**config.mk**
```make
export PLATFORM = sky130hd
export DESIGN_NAME = serial_port_status_data_baud
export DESIGN_NICKNAME = d
export VERILOG_FILES = /design/src/shared/serial_port_pkg.sv /design/src/logic/serial_port_status_data_baud.sv
export SDC_FILE = /design/constraint.sdc
export NUM_CORES = 1
export LEC_CHECK = 0
export BUFFER_PORTS_ARGS = -buffer_cell sky130_fd_sc_hd__buf_2
export CAP_MARGIN = 25
export CORE_MARGIN = 4
export CORE_UTILIZATION = 30
export DETAILED_ROUTE_END_ITERATION = 8
export PLACE_DENSITY = 0.57
export SYNTH_ARGS = -nofsm -noshare
export SYNTH_HDL_FRONTEND = slang
export SYNTH_SLANG_ARGS = --single-unit
export TNS_END_PERCENT = 20
```
**constraint.sdc**
```tcl
create_clock -name i_clk -period 21.4 [get_ports i_clk]
set_clock_uncertainty 0.15 [all_clocks]
set_input_delay 1.07 -clock i_clk [delete_from_list [all_inputs] [get_ports i_clk]]
set_output_delay 1.07 -clock i_clk [all_outputs]
set_load 0.03 [all_outputs]
```
**src/shared/serial_port_pkg.sv**
```systemverilog
package serial_port_pkg;

    localparam int ADDR_W = 8;
    localparam int DATA_W = 32;

    // Register byte offsets
    localparam logic [7:0] OFF_CHANNEL_STATUS = 8'h00;
    localparam logic [7:0] OFF_RECEIVE_HOLDING = 8'h04;
    localparam logic [7:0] OFF_TRANSMIT_HOLDING = 8'h08;
    localparam logic [7:0] OFF_BAUD_DIVIDER = 8'h0c;
    localparam logic [7:0] OFF_RECEIVE_IDLE_LIMIT = 8'h10;
    localparam logic [7:0] OFF_CONTROL = 8'h14;
    localparam logic [7:0] OFF_COMMAND = 8'h18;
    localparam logic [7:0] OFF_EVENT_STATUS = 8'h1c;
    localparam logic [7:0] OFF_EVENT_MASK = 8'h20;

    // Channel status bit positions
    localparam int ST_RX_CHAR_AVAILABLE = 0;
    localparam int ST_TX_HOLDING_FREE = 1;
    localparam int ST_RX_TIMEOUT = 8;
    localparam int ST_TX_ALL_DRAINED = 9;
    localparam int ST_RETRY_LIMIT = 10;
    localparam int ST_TX_DMA_BUFFER_DRAINED = 11;
    localparam int ST_RX_DMA_BUFFER_FILLED = 12;
    localparam int ST_NO_ACKNOWLEDGE_SEEN = 13;
    localparam int ST_MODEM_CHANGE_LSB = 16;
    localparam int ST_MODEM_LEVEL_LSB = 20;
    localparam int ST_PHASE_CODE_ERROR = 24;
    localparam int MODEM_LINES = 4;

    // Holding register fields
    localparam int CHAR_W = 9;
    localparam int MARKER_BIT = 15;

    // Baud divider and receive idle limit fields
    localparam int DIVISOR_W = 16;
    localparam int FRACTION_LSB = 16;
    localparam int FRACTION_W = 3;
    localparam int IDLE_LIMIT_W = 16;

    // Control register fields and reset values
    localparam int CTL_TX_ENABLE = 0;
    localparam int CTL_RX_ENABLE = 1;
    localparam int CTL_MODE_LSB = 2;
    localparam int CTL_RATIO_LSB = 4;
    localparam int RATIO_W = 11;
    localparam logic [RATIO_W-1:0] RATIO_RESET = 11'h174;

    // Command register bits
    localparam int CMD_CLEAR_STATUS = 0;
    localparam int CMD_CLEAR_NO_ACK = 1;
    localparam int CMD_CLEAR_RETRY_LIMIT = 2;

    // Event status and mask bits
    localparam int EV_RX_CHAR = 0;
    localparam int EV_TX_DRAINED = 1;
    localparam int EV_TIMEOUT = 2;
    localparam int EV_RETRY_LIMIT = 3;
    localparam int EV_NO_ACK = 4;
    localparam int EV_MODEM_CHANGE = 5;
    localparam int EV_PHASE_ERROR = 6;
    localparam int EV_W = 7;

    // Baud arithmetic, in eighths of a selected-clock cycle
    localparam logic [31:0] OVERSAMPLE_FULL = 32'h10;
    localparam logic [31:0] OVERSAMPLE_HALF = 32'h8;
    localparam logic [31:0] FRACTION_STEP = 32'h8;

    // Frame: start, marker, nine data bits, stop
    localparam int FRAME_BITS = 12;
    localparam int BIT_CNT_W = 4;
    localparam logic [BIT_CNT_W-1:0] LAST_BIT = 4'hb;

    typedef enum logic [1:0] {
        MODE_ASYNC_X16,
        MODE_ASYNC_X8,
        MODE_SYNC,
        MODE_SMART_CARD
    } baud_mode_t;

    typedef enum logic {
        RX_IDLE,
        RX_RUN
    } rx_state_t;

endpackage

```
**src/logic/serial_port_status_data_baud.sv**
```systemverilog
// Added by the designer: the plain strobed port and the register offsets.
`timescale 1ns/1ps
// Summary of operation
// - Transmitter-drained flag is low while holding or shift register busy, or disabled.
// - Retry-limit flag is sticky until the clear-retry-limit command.
// - Transmit DMA buffer-drained status mirrors its input, one meaning active.
// - Receive DMA buffer-filled status mirrors its input, one meaning active.
// - No-acknowledge flag is sticky until the clear-no-ack command.
// - Each modem line toggle sets its change flag; status read clears all four.
// - Live modem line levels are readable, zero low and one high.
// - Phase-code error flag is sticky until the clear-status command.
// - Receive holding returns last nine-bit character, valid while character available.
// - Receive holding bit 15 shows command marker one, data marker zero.
// - Software writes next character when holding is free; sent after current one.
// - Write bit 15 selects command or data delimiter for that character.
// - Divisor zero stops baud clock; otherwise divide by mode factor times divisor.
// - Three-bit fraction adds that many eighths to the divisor; zero disables.
// - Idle limit zero disables time-out; otherwise time-out after that many bits.
// - Reading receive holding clears character available until next character.
module serial_port_status_data_baud
    import serial_port_pkg::*;
(
    input wire logic i_clk,
    input wire logic i_rst_n,
    input wire logic [ADDR_W-1:0] i_addr,
    input wire logic [DATA_W-1:0] i_wdata,
    input wire logic i_wr,
    input wire logic i_rd,
    output logic [DATA_W-1:0] o_rdata,
    output logic o_irq,
    input wire logic i_rxd,
    output logic o_txd,
    input wire logic i_ring,
    input wire logic i_set_ready,
    input wire logic i_carrier,
    input wire logic i_send_clear,
    input wire logic i_retry_limit_hit,
    input wire logic i_no_ack_pulse,
    input wire logic i_phase_code_error_pulse,
    input wire logic i_tx_dma_buffer_drained,
    input wire logic i_rx_dma_buffer_filled
);

    // Returns {tick, next accumulator}; period zero holds the clock still
    function automatic logic [32:0] acc_step(input logic [31:0] acc, input logic [31:0] period);
        logic [31:0] sum;
        sum = acc + FRACTION_STEP;
        if (period == 32'h0)
            acc_step = {1'b0, 32'h0};
        else if (sum >= period)
            acc_step = {1'b1, sum - period};
        else
            acc_step = {1'b0, sum};
    endfunction

    logic [DATA_W-1:0] o_rdata_ff;
    logic o_irq_ff;
    logic o_txd_ff;
    logic tx_enable_ff;
    logic rx_enable_ff;
    baud_mode_t mode_ff;
    logic [RATIO_W-1:0] ratio_ff;
    logic [DIVISOR_W-1:0] baud_divisor_ff;
    logic [FRACTION_W-1:0] baud_fraction_ff;
    logic [IDLE_LIMIT_W-1:0] rx_idle_limit_ff;
    logic [CHAR_W-1:0] tx_character_ff;
    logic tx_command_marker_ff;
    logic hold_full_ff;
    logic [FRAME_BITS-1:0] tx_shift_ff;
    logic [BIT_CNT_W-1:0] tx_count_ff;
    logic tx_busy_ff;
    logic [31:0] tx_acc_ff;
    logic [31:0] rx_acc_ff;
    rx_state_t rx_state_ff;
    logic [BIT_CNT_W-1:0] rx_count_ff;
    logic [FRAME_BITS-2:0] rx_shift_ff;
    logic [CHAR_W-1:0] rx_character_ff;
    logic rx_command_marker_ff;
    logic rx_char_available_ff;
    logic rx_meta_ff;
    logic rx_sync_ff;
    logic [MODEM_LINES-1:0] modem_meta_ff;
    logic [MODEM_LINES-1:0] modem_sync_ff;
    logic [MODEM_LINES-1:0] modem_prev_ff;
    logic [MODEM_LINES-1:0] modem_change_ff;
    logic retry_limit_ff;
    logic no_acknowledge_seen_ff;
    logic phase_code_error_ff;
    logic rx_timeout_ff;
    logic idle_armed_ff;
    logic [IDLE_LIMIT_W-1:0] idle_count_ff;
    logic drained_prev_ff;
    logic [EV_W-1:0] event_ff;
    logic [EV_W-1:0] mask_ff;

    // Register decode
    wire wr_status = i_wr && (i_addr == OFF_CHANNEL_STATUS);
    wire wr_thr = i_wr && (i_addr == OFF_TRANSMIT_HOLDING);
    wire wr_baud = i_wr && (i_addr == OFF_BAUD_DIVIDER);
    wire wr_idle = i_wr && (i_addr == OFF_RECEIVE_IDLE_LIMIT);
    wire wr_ctl = i_wr && (i_addr == OFF_CONTROL);
    wire wr_cmd = i_wr && (i_addr == OFF_COMMAND);
    wire wr_event = i_wr && (i_addr == OFF_EVENT_STATUS);
    wire wr_mask = i_wr && (i_addr == OFF_EVENT_MASK);
    wire rd_status = i_rd && (i_addr == OFF_CHANNEL_STATUS);
    wire rd_rhr = i_rd && (i_addr == OFF_RECEIVE_HOLDING);
    wire cmd_clear_status = wr_cmd && i_wdata[CMD_CLEAR_STATUS];
    wire cmd_clear_no_ack = wr_cmd && i_wdata[CMD_CLEAR_NO_ACK];
    wire cmd_clear_retry = wr_cmd && i_wdata[CMD_CLEAR_RETRY_LIMIT];

    // Baud period in eighths of a clock
    wire [31:0] base8 = {13'h0, baud_divisor_ff, baud_fraction_ff};
    wire [31:0] period8 =
        (baud_divisor_ff == '0) ? 32'h0 :
        (mode_ff == MODE_ASYNC_X16) ? 32'(base8 * OVERSAMPLE_FULL) :
        (mode_ff == MODE_ASYNC_X8) ? 32'(base8 * OVERSAMPLE_HALF) :
        (mode_ff == MODE_SYNC) ? base8 :
        32'(base8 * {21'h0, ratio_ff});

    wire [32:0] tx_step = acc_step(tx_acc_ff, period8);
    wire [32:0] rx_step = acc_step(rx_acc_ff, period8);
    wire bit_tick = tx_step[32];
    wire rx_tick = rx_step[32];

    // Transmit path
    // A stopped baud clock leaves the character waiting, line idle
    wire tx_load = hold_full_ff && !tx_busy_ff && tx_enable_ff && (period8 != 32'h0);
    wire tx_holding_free = tx_enable_ff && !hold_full_ff;
    wire tx_accept = wr_thr && tx_holding_free;
    wire tx_all_drained = tx_enable_ff && !hold_full_ff && !tx_busy_ff;
    wire tx_last = tx_busy_ff && bit_tick && (tx_count_ff == LAST_BIT);
    wire [FRAME_BITS-1:0] tx_frame = {1'b1, tx_character_ff, tx_command_marker_ff, 1'b0};

    // Receive path
    wire [FRAME_BITS-2:0] rx_shift_in = {rx_sync_ff, rx_shift_ff[FRAME_BITS-2:1]};
    wire rx_start = (rx_state_ff == RX_IDLE) && rx_enable_ff && !rx_sync_ff && (period8 != 0);
    wire rx_false_start = rx_tick && (rx_count_ff == '0) && rx_sync_ff;
    wire rx_done = (rx_state_ff == RX_RUN) && rx_tick && (rx_count_ff == LAST_BIT);

    // Modem lines and idle time-out
    wire [MODEM_LINES-1:0] modem_edge = modem_sync_ff ^ modem_prev_ff;
    wire idle_expire = idle_armed_ff && bit_tick && (rx_state_ff == RX_IDLE)
        && (idle_count_ff + 16'h1 == rx_idle_limit_ff);

    wire [DATA_W-1:0] status_word = {
        7'h0, phase_code_error_ff, modem_sync_ff, modem_change_ff, 2'h0,
        no_acknowledge_seen_ff, i_rx_dma_buffer_filled, i_tx_dma_buffer_drained,
        retry_limit_ff, tx_all_drained, rx_timeout_ff, 6'h0, tx_holding_free,
        rx_char_available_ff};
    wire [DATA_W-1:0] rhr_word = {16'h0, rx_command_marker_ff, 6'h0, rx_character_ff};
    wire [DATA_W-1:0] ctl_word = {17'h0, ratio_ff, mode_ff, rx_enable_ff, tx_enable_ff};

    wire [DATA_W-1:0] read_mux;
    assign read_mux =
        (i_addr == OFF_CHANNEL_STATUS) ? status_word :
        (i_addr == OFF_RECEIVE_HOLDING) ? rhr_word :
        (i_addr == OFF_BAUD_DIVIDER) ? {13'h0, baud_fraction_ff, baud_divisor_ff} :
        (i_addr == OFF_RECEIVE_IDLE_LIMIT) ? {16'h0, rx_idle_limit_ff} :
        (i_addr == OFF_CONTROL) ? ctl_word :
        (i_addr == OFF_EVENT_STATUS) ? {25'h0, event_ff} :
        (i_addr == OFF_EVENT_MASK) ? {25'h0, mask_ff} :
        32'h0;

    wire [EV_W-1:0] event_set = {phase_code_error_pulse_w(), |modem_edge, i_no_ack_pulse,
        i_retry_limit_hit, idle_expire, tx_all_drained && !drained_prev_ff, rx_done};
    wire [EV_W-1:0] event_clear = wr_event ? i_wdata[EV_W-1:0] : '0;
    wire [EV_W-1:0] nxt_event_ff = event_set | (event_ff & ~event_clear);

    function automatic logic phase_code_error_pulse_w();
        phase_code_error_pulse_w = i_phase_code_error_pulse;
    endfunction

    // Bus slave and configuration
    always_ff @(posedge i_clk)
    begin
        if (!i_rst_n)
        begin
            o_rdata_ff <= '0;
            tx_enable_ff <= 1'b0;
            rx_enable_ff <= 1'b0;
            mode_ff <= MODE_ASYNC_X16;
            ratio_ff <= RATIO_RESET;
            baud_divisor_ff <= '0;
            baud_fraction_ff <= '0;
            rx_idle_limit_ff <= '0;
            mask_ff <= '0;
            event_ff <= '0;
            o_irq_ff <= 1'b0;
            drained_prev_ff <= 1'b0;
        end
        else
        begin
            o_rdata_ff <= i_rd ? read_mux : '0;
            if (wr_ctl)
            begin
                tx_enable_ff <= i_wdata[CTL_TX_ENABLE];
                rx_enable_ff <= i_wdata[CTL_RX_ENABLE];
                mode_ff <= baud_mode_t'(i_wdata[CTL_MODE_LSB +: 2]);
                ratio_ff <= i_wdata[CTL_RATIO_LSB +: RATIO_W];
            end
            if (wr_baud)
            begin
                baud_divisor_ff <= i_wdata[DIVISOR_W-1:0];
                baud_fraction_ff <= i_wdata[FRACTION_LSB +: FRACTION_W];
            end
            if (wr_idle)
                rx_idle_limit_ff <= i_wdata[IDLE_LIMIT_W-1:0];
            if (wr_mask)
                mask_ff <= i_wdata[EV_W-1:0];
            event_ff <= nxt_event_ff;
            o_irq_ff <= |(nxt_event_ff & mask_ff);
            drained_prev_ff <= tx_all_drained;
        end
    end

    // Transmitter: holding register, shift register, bit clock
    always_ff @(posedge i_clk)
    begin
        if (!i_rst_n)
        begin
            tx_character_ff <= '0;
            tx_command_marker_ff <= 1'b0;
            hold_full_ff <= 1'b0;
            tx_shift_ff <= '1;
            tx_count_ff <= '0;
            tx_busy_ff <= 1'b0;
            tx_acc_ff <= '0;
            o_txd_ff <= 1'b1;
        end
        else
        begin
            // Restart the bit clock at each load so the start bit is full length
            tx_acc_ff <= tx_load ? 32'h0 : tx_step[31:0];
            if (tx_accept)
            begin
                tx_character_ff <= i_wdata[CHAR_W-1:0];
                tx_command_marker_ff <= i_wdata[MARKER_BIT];
                hold_full_ff <= 1'b1;
            end
            else if (tx_load || !tx_enable_ff)
                hold_full_ff <= 1'b0;
            if (!tx_enable_ff)
            begin
                tx_busy_ff <= 1'b0;
                o_txd_ff <= 1'b1;
            end
            else if (tx_load)
            begin
                tx_shift_ff <= tx_frame;
                tx_count_ff <= '0;
                tx_busy_ff <= 1'b1;
                o_txd_ff <= 1'b0;
            end
            else if (tx_last)
            begin
                tx_busy_ff <= 1'b0;
                o_txd_ff <= 1'b1;
            end
            else if (tx_busy_ff && bit_tick)
            begin
                tx_shift_ff <= {1'b1, tx_shift_ff[FRAME_BITS-1:1]};
                tx_count_ff <= tx_count_ff + 4'h1;
                o_txd_ff <= tx_shift_ff[1];
            end
        end
    end

    // Receiver
    always_ff @(posedge i_clk)
    begin
        if (!i_rst_n)
        begin
            rx_meta_ff <= 1'b1;
            rx_sync_ff <= 1'b1;
            rx_state_ff <= RX_IDLE;
            rx_acc_ff <= '0;
            rx_count_ff <= '0;
            rx_shift_ff <= '0;
            rx_character_ff <= '0;
            rx_command_marker_ff <= 1'b0;
            rx_char_available_ff <= 1'b0;
        end
        else
        begin
            rx_meta_ff <= i_rxd;
            rx_sync_ff <= rx_meta_ff;
            // Arrival wins over a read in the same cycle
            if (rx_done)
                rx_char_available_ff <= 1'b1;
            else if (rd_rhr)
                rx_char_available_ff <= 1'b0;
            case (rx_state_ff)
                RX_IDLE:
                begin
                    if (rx_start)
                    begin
                        rx_state_ff <= RX_RUN;
                        rx_acc_ff <= period8 >> 1;
                        // One clock per bit: no mid-start sample exists, start counts as seen
                        rx_count_ff <= (period8 <= FRACTION_STEP) ? 4'h1 : 4'h0;
                    end
                end
                RX_RUN:
                begin
                    rx_acc_ff <= rx_step[31:0];
                    if (!rx_enable_ff || period8 == 32'h0 || rx_false_start)
                        rx_state_ff <= RX_IDLE;
                    else if (rx_done)
                    begin
                        rx_character_ff <= rx_shift_in[CHAR_W:1];
                        rx_command_marker_ff <= rx_shift_in[0];
                        rx_state_ff <= RX_IDLE;
                    end
                    else if (rx_tick)
                    begin
                        if (rx_count_ff != '0)
                            rx_shift_ff <= rx_shift_in;
                        rx_count_ff <= rx_count_ff + 4'h1;
                    end
                end
                default:
                    rx_state_ff <= RX_IDLE;
            endcase
        end
    end

    // Sticky status flags, modem lines, idle time-out
    always_ff @(posedge i_clk)
    begin
        if (!i_rst_n)
        begin
            modem_meta_ff <= '0;
            modem_sync_ff <= '0;
            modem_prev_ff <= '0;
            modem_change_ff <= '0;
            retry_limit_ff <= 1'b0;
            no_acknowledge_seen_ff <= 1'b0;
            phase_code_error_ff <= 1'b0;
            rx_timeout_ff <= 1'b0;
            idle_armed_ff <= 1'b0;
            idle_count_ff <= '0;
        end
        else
        begin
            modem_meta_ff <= {i_send_clear, i_carrier, i_set_ready, i_ring};
            modem_sync_ff <= modem_meta_ff;
            modem_prev_ff <= modem_sync_ff;
            modem_change_ff <= modem_edge | (modem_change_ff & {MODEM_LINES{!rd_status}});
            retry_limit_ff <= i_retry_limit_hit || (retry_limit_ff && !cmd_clear_retry);
            no_acknowledge_seen_ff <= i_no_ack_pulse
                || (no_acknowledge_seen_ff && !cmd_clear_no_ack);
            phase_code_error_ff <= i_phase_code_error_pulse
                || (phase_code_error_ff && !cmd_clear_status);
            rx_timeout_ff <= idle_expire || (rx_timeout_ff && !cmd_clear_status);
            // Time-out counts bit periods after the last character
            if (rx_done && rx_idle_limit_ff != '0)
            begin
                idle_armed_ff <= 1'b1;
                idle_count_ff <= '0;
            end
            else if (rx_idle_limit_ff == '0 || idle_expire || rx_state_ff == RX_RUN)
            begin
                idle_armed_ff <= 1'b0;
                idle_count_ff <= '0;
            end
            else if (idle_armed_ff && bit_tick)
                idle_count_ff <= idle_count_ff + 16'h1;
        end
    end

    assign o_rdata = o_rdata_ff;
    assign o_irq = o_irq_ff;
    assign o_txd = o_txd_ff;
endmodule

```
; ---- After elaboration in Yosys (flattened, before gate mapping)
; Index checks and enable logic that the tools add are counted.
[op_classes]
add_sub_neg = 7
multipliers = 1
div = 0
magnitude_cmp = 3
eq_ne = 18
n_shift = 0
mux = 45
bitwise_logic = 12
n_reduce_logical = 83
[op_table]
columns = cell, n
row1 = $mux W33, 4
row2 = $mux W30, 4
row3 = $add A32 B4 Y32 const B, 2
row4 = $ge A32 B30 Y1, 2
row5 = $pmux W32 S2, 1
row6 = $sub A32 B30 Y32, 2
row7 = $mux W19, 2
row8 = $logic_and A1 B1 Y1, 36
row9 = $mux W12, 3
row10 = $eq A8 B5 Y1 const B, 4
row11 = $logic_not A16 Y1, 2
row12 = $logic_not A32 Y1, 1
row13 = $mux W32, 1
row14 = $reduce_bool A32 Y1, 1
row15 = $le A30 B4 Y1 const B, 1
row16 = $mul A19 B11 Y30, 1
row17 = $mux W4, 7
row18 = $mux W25, 1
row19 = $mux W7, 3
row20 = $add A16 B1 Y16 const B, 1
row21 = $eq A16 B16 Y1, 1
row22 = $eq A8 B4 Y1 const B, 2
row23 = $mux W16, 1
row24 = $reduce_bool A16 Y1, 1
row25 = 35 further kinds, 85
[word_totals]
ff_bits = 257
latch_bits = 0
ram_bits = 0
romBits = 0
in_bits = 54
out_inout_bits = 34
wordCells = 211
n_memories = 0

; ---- Depth between registers and ports, before layout
[depth]
ltp_word = 15
depth_mapped = 34
mapped_depth_nobuf = 30

; ---- Worst setup path after synthesis
; OpenSTA, ideal clock, no wires.
[synth_timing]
path_kind = register to register
startpoint = reg baud_divisor_ff[0]
endpoint = reg tx_acc_ff[29]
setup_ns = 0.070
t_arrival_ns = 7.873
t_required_ns = 21.180
setup_slack_ns = 13.307
path_stages_with_launch = 31
path_buffers = 3
period_less_slack_ns = 8.093
path_cell_list = dfxtp_1 -> clkbuf_1 -> clkbuf_1 -> nand2_1 -> fa_1 -> fa_1 -> fa_1 -> fa_1 -> fa_1 -> inv_1 -> ha_1 -> buf_2 -> o211a_1 -> o21ai_1 -> a211oi_4 -> o21bai_4 -> o2111a_1 -> nor3_1 -> inv_1 -> ha_1 -> o21a_1 -> o21a_1 -> o22a_1 -> o21a_1 -> a2111o_1 -> o21a_1 -> o21a_1 -> o31a_1 -> o21ai_0 -> or4b_2 -> a21oi_1
[synth_via]
elab_chain_len = 8
word_cells_on_any_way = 13
cone_classes = add/sub: 1 / mul: 1 / order compare: 1 / mux: 5 / reduce/logical: 5
[synth_rtl]
columns = item, line_no
row1 = "start, declared", serial_port_status_data_baud.sv:63  ; logic [DIVISOR_W-1:0] baud_divisor_ff;
row2 = "start signal, assigned", serial_port_status_data_baud.sv:203  ; baud_divisor_ff <= i_wdata[DIVISOR_W-1:0];
row3 = $mul A19 B11 Y30, serial_port_status_data_baud.sv:118  ; 32'(base8 * {21'h0, ratio_ff});
row4 = $mux W30, serial_port_status_data_baud.sv:117  ; (mode_ff == MODE_SYNC) ? base8 :
row5 = $mux W30, serial_port_status_data_baud.sv:116  ; (mode_ff == MODE_ASYNC_X8) ? 32'(base8 * OVERSAMPLE_HALF) :
row6 = $mux W30, serial_port_status_data_baud.sv:115  ; (mode_ff == MODE_ASYNC_X16) ? 32'(base8 * OVERSAMPLE_FULL) :
row7 = $mux W30 (*), serial_port_status_data_baud.sv:114  ; (baud_divisor_ff == '0) ? 32'h0 :
row8 = branches (longest 3 deep; another with $sub A32 B30 Y32), -
row9 = "end signal, assigned", serial_port_status_data_baud.sv:233  ; tx_acc_ff <= tx_load ? 32'h0 : tx_step[31:0];
row10 = "end, declared", serial_port_status_data_baud.sv:72  ; logic [31:0] tx_acc_ff;
; Every way passes the cells marked *.
; A chain may end at the register's enable or synchronous reset.

; ---- Worst setup path after layout
[layout_timing]
startpoint = reg baud_divisor_ff[2]
endpoint = reg tx_count_ff[3]
[layout_via]
elab_chain_len = 12
word_cells_on_any_way = 18
cone_classes = mul: 1 / order compare: 1 / eq/ne: 1 / mux: 7 / reduce/logical: 8
[layout_rtl]
columns = item, line_no
row1 = $mul A19 B11 Y30, serial_port_status_data_baud.sv:118
row2 = $mux W30, serial_port_status_data_baud.sv:117
row3 = $mux W30, serial_port_status_data_baud.sv:116
row4 = $mux W30, serial_port_status_data_baud.sv:115
row5 = $mux W30 (*), serial_port_status_data_baud.sv:114
row6 = $ge A32 B30 Y1, serial_port_status_data_baud.sv:50  ; else if (sum >= period)
row7 = $mux W33, serial_port_status_data_baud.sv:50
row8 = $mux W33, serial_port_status_data_baud.sv:48  ; if (period == 32'h0)
row9 = $logic_and A1 B1 Y1, "serial_port_status_data_baud.sv:131, serial_port_status_data_baud.sv:259"
row10 = $logic_and A1 B1 Y1, serial_port_status_data_baud.sv:131  ; wire tx_last = tx_busy_ff && bit_tick && (tx_count_ff == LAST_BIT);
row11 = $ne A2 B2 Y1 (no source line), -
row12 = $reduce_and A3 Y1 (no source line), -
row13 = "end signal, assigned", serial_port_status_data_baud.sv:262  ; tx_count_ff <= tx_count_ff + 4'h1;
row14 = "end, declared", serial_port_status_data_baud.sv:70  ; logic [BIT_CNT_W-1:0] tx_count_ff;
; Every way passes the cells marked *; elsewhere a longest branch is shown, timed or not.

==> results.md <==
- Boundary pin count: 88
- Cell Area, Synth: 22200 sq um
- Vias in the first global route: 19200
- Port buffer count: 67
- Routed vias/inst: 5.30
- VDD IR-drop max: 0.0000574 V
- Dpl hpwl: 49900 microns
- Area leader, netlist: dfxtp_1
- Asr flop ratio synth: 0%
- Clk sink count: 247
- Largest net degree at the start of global routing: 89
- Core footprint: 73100 sq um
- CP endpoint kind: flop
- Initial antenna violation count: 4
- Yosys top cell area share: 22.3%
- Startpoint types: flop
- Residual DRC: 0
- Static leakage: 0.00951 uW
- Crit path DAT: 10.67 ns
- Fill cells: 7760
- Skew-Pair Late Insertion Delay: 0.59 ns
- Reg2reg end: tx_count_ff[3]$_SDFFE_PN0P_
- Status: finished clean
- Seq pwr share: 46.3%
- Avg WL per Cell: 18.0 microns
- Cells on Worst Hold Path: 1
- Synthesized flop and latch total: 247
- Register-to-Register Path Depth: 27
- Number of flops mapped to enable cells by yosys: 0
- Pre-CTS WS: 11.10 ns
- Synth-to-Final Area Change: 9.80%
- R2r startpoint: baud_divisor_ff[2]$_SDFFE_PN0P_
- Crit share post-route: 48.2%
- Synth top area cells: dfxtp_1, fa_1, ha_1
- Cell Count, Final, Fillers Out: 3720
- Cell internal pwr: 770 uW
- Routed WL: 67100 microns
- Row count: 99
- Clock tree buffer depth: 3
- Sequential element share of the synthesized area: 22.3%
- Final setup margin: 11.08 ns
- Switch share: 23.3%
- Most frequent cells after synthesis: nand2_1, dfxtp_1, a21oi_1
- Routed vias: 19700
- Layout cells sized above 1: 7.14%
- Starting Density: 30.3%
- # resized after CTS: 0
- Combinational share of power: 3.0%
- PwrDens: 41.2 nW/um^2
- Max Slew Vio Count: 0
- Switching power: 234 uW
- Placer Congestion: 0.880
- Most used DFF post-synth: dfxtp_1
- # setup viols final: 0
- DR top layer: met4
- Final nets: 3079
- Die ar.: 78300 sq um
- First-pass GRT wire length: 107000 microns
- Worst reg2reg setup slack: 11.08 ns
- Avg Cell Area, Syn: 8.04 sq um
- CTS Buf Count: 28
- Critical setup path kind: reg -> reg
- Hold-fix buffers, CTS: 0
- Synth unique cells: 93
- Worst relative slew slack: 29.4%
- Design Power: 1000 uW
- Initial DRC Count: 1520
- Cells after DPL: 3665
- Ys Warns: 0
- HP Class: reg -> reg
- M1 WL: 30600 microns
- CTS tree: yes
- Min cycle time layout: 10.32 ns
- Post-CTS Setup Bufs: 0
- Worst Tran Pin Value: 1.06 ns
- MaxCap Viol Count: 0
- Most frequent cell after synthesis: nand2_1
- Setup TNS: 0 ns
- Metal2 WL: 31800 microns
- GRT Util Overall: 16.9%
- Power share of the clock group: 50.7%
- Crit path max fanout: 17
- Syn Inst Count: 2758
- Post-DRT Antenna Nets: 0
- Fmax: 96.9 MHz
- CTS clk-pin slew, worst paths: 0.06 ns
- Root Driver: clkbuf_16
- Die H: 280 microns
- Final Hold Fails: 0
- Crit path required time: 21.75 ns
- Remaining Overflow, GRT: 0
- H-tree Lvls: 1
- Met3 wire length: 3160 microns
- HP Start: modem_meta_ff[2]$_SDFF_PN0_
- RSZ-0062 raised after global routing: no
- Die Wd: 280 microns
- Sink of the worst hold path: modem_sync_ff[2]$_SDFF_PN0_
- Total iterations of the first detailed-routing run: 5
[critical path, cell delays in order, from the launching register on]
cell,delay (ns)
dfxtp_1,0.98
nand2_1,0.17
fa_1,0.53
fa_1,0.52
fa_1,0.54
fa_1,0.52
fa_1,0.55
inv_1,0.04
ha_1,0.43
and3_1,0.25
nand2_1,0.12
a211oi_4,0.33
o21bai_4,0.12
o2111a_1,0.24
nor3_1,0.42
inv_1,0.20
ha_1,0.41
and4_1,0.26
nand4_1,0.13
or3_1,0.38
a211oi_1,0.38
o2111ai_1,0.24
nand3_1,0.49
buf_4,0.33
nand3_1,0.41
or3_1,0.50
or4_1,0.40
o22ai_1,0.14
[cell usage in the layout (no fill, tap or decap), types with 10 or more instances in the layout]
cell       instances
and3_1            33
fa_1             154
mux2_2            13
a211oi_1          21
ha_1             134
a222oi_1          13
o21ai_0          103
and4_1            13
o211ai_1          14
a31oi_1           12
nand4_1           32
o31ai_1           12
nor2_1           200
xnor2_1           85
or4_1             10
nor4_1            22
clkbuf_1          10
buf_4             32
mux2i_1           51
nand2b_1          15
a21oi_1          216
a211o_1           18
o21ai_1           11
nand3_1           72
clkbuf_16         28
nor2b_1           17
and2_1           123
nor3_1            48
o22ai_1           19
a21o_1            44
a2bb2oi_1         12
nand2_1          390
o21a_1            21
xor2_1            56
inv_1            189
buf_2             67
dfxtp_1          247
or3_1             17
[flip-flops by register name, summed over array words and instances (netlist names), 11 cells and up, named ones only]
| name | count |
|---|---|
| ratio_ff | 11 |
| o_rdata | 25 |
| idle_count_ff | 16 |
| baud_divisor_ff | 16 |
| tx_acc_ff | 29 |
| rx_acc_ff | 32 |
| rx_idle_limit_ff | 16 |
[worst max path at each step]
| stage | start | to | depth (start not counted) |
|---|---|---|---|
| after CTS | baud_divisor_ff[1]$_SDFFE_PN0P_ | tx_count_ff[3]$_SDFFE_PN0P_ | 27 |
| after detailed placement | baud_divisor_ff[1]$_SDFFE_PN0P_ | tx_count_ff[3]$_SDFFE_PN0P_ | 27 |
| after floorplan | baud_divisor_ff[0]$_SDFFE_PN0P_ | tx_acc_ff[29]$_SDFF_PP0_ | 30 |
| after global routing | baud_divisor_ff[2]$_SDFFE_PN0P_ | tx_count_ff[3]$_SDFFE_PN0P_ | 26 |
| final | baud_divisor_ff[2]$_SDFFE_PN0P_ | tx_count_ff[3]$_SDFFE_PN0P_ | 27 |
| after global placement | baud_divisor_ff[1]$_SDFFE_PN0P_ | tx_count_ff[3]$_SDFFE_PN0P_ | 27 |
[metrics by stage]
step	cell area, sq um	util, %	hold slack, ns
floorplan	22200	-	0.236
global placement	23300	31.9	0.264
detailed placement	23400	32.0	0.270
CTS	24300	33.3	0.285
global route	24300	33.3	0.296
finish	24300	33.3	0.281
[layout make-up]
class | count | area (sq um) | area share, %
multi-input cells | 2167 | 15900 | 65.2
flip-flops and latches | 247 | 4940 | 20.3
well taps | 959 | 1200 | 4.93
clock buffers | 40 | 766 | 3.15
inverters | 191 | 718 | 2.95
diodes | 2 | 5.00 | 0.0206
clock inverters | 12 | 194 | 0.797
repair buffers | 102 | 642 | 2.64
[kinds of logic after synthesis]
group	count (synthesis)	share of synthesized area [%]
multiplexers	67	3.27
XOR/XNOR	141	5.57
flip-flops	247	22.3
buffers and inverters	350	6.29
adder cells (fa/ha/maj)	288	21.5
other	1	0.0169
AO/OA/AOI/OAI	640	19.1
AND/OR/NAND/NOR	1024	22.0
[power groups by stage]
stage          clock (uW)  combinational [uW]  sequential, uW
3_5_place_dp            0                30.1             475
6_report              509                30.5             465
2_1_floorplan           0                18.2             474
3_3_place_gp            0                30.1             475
4_1_cts               520                30.2             465
5_1_grt               538                33.1             465
[per-layer routing]
metal	vias up	global-route usage [%]
li1	9496	-
met1	9648	23.0
met2	482	28.8
met3	88	1.63
met4	0	4.08
met5	-	0
Power figures use the tool's default switching activity.
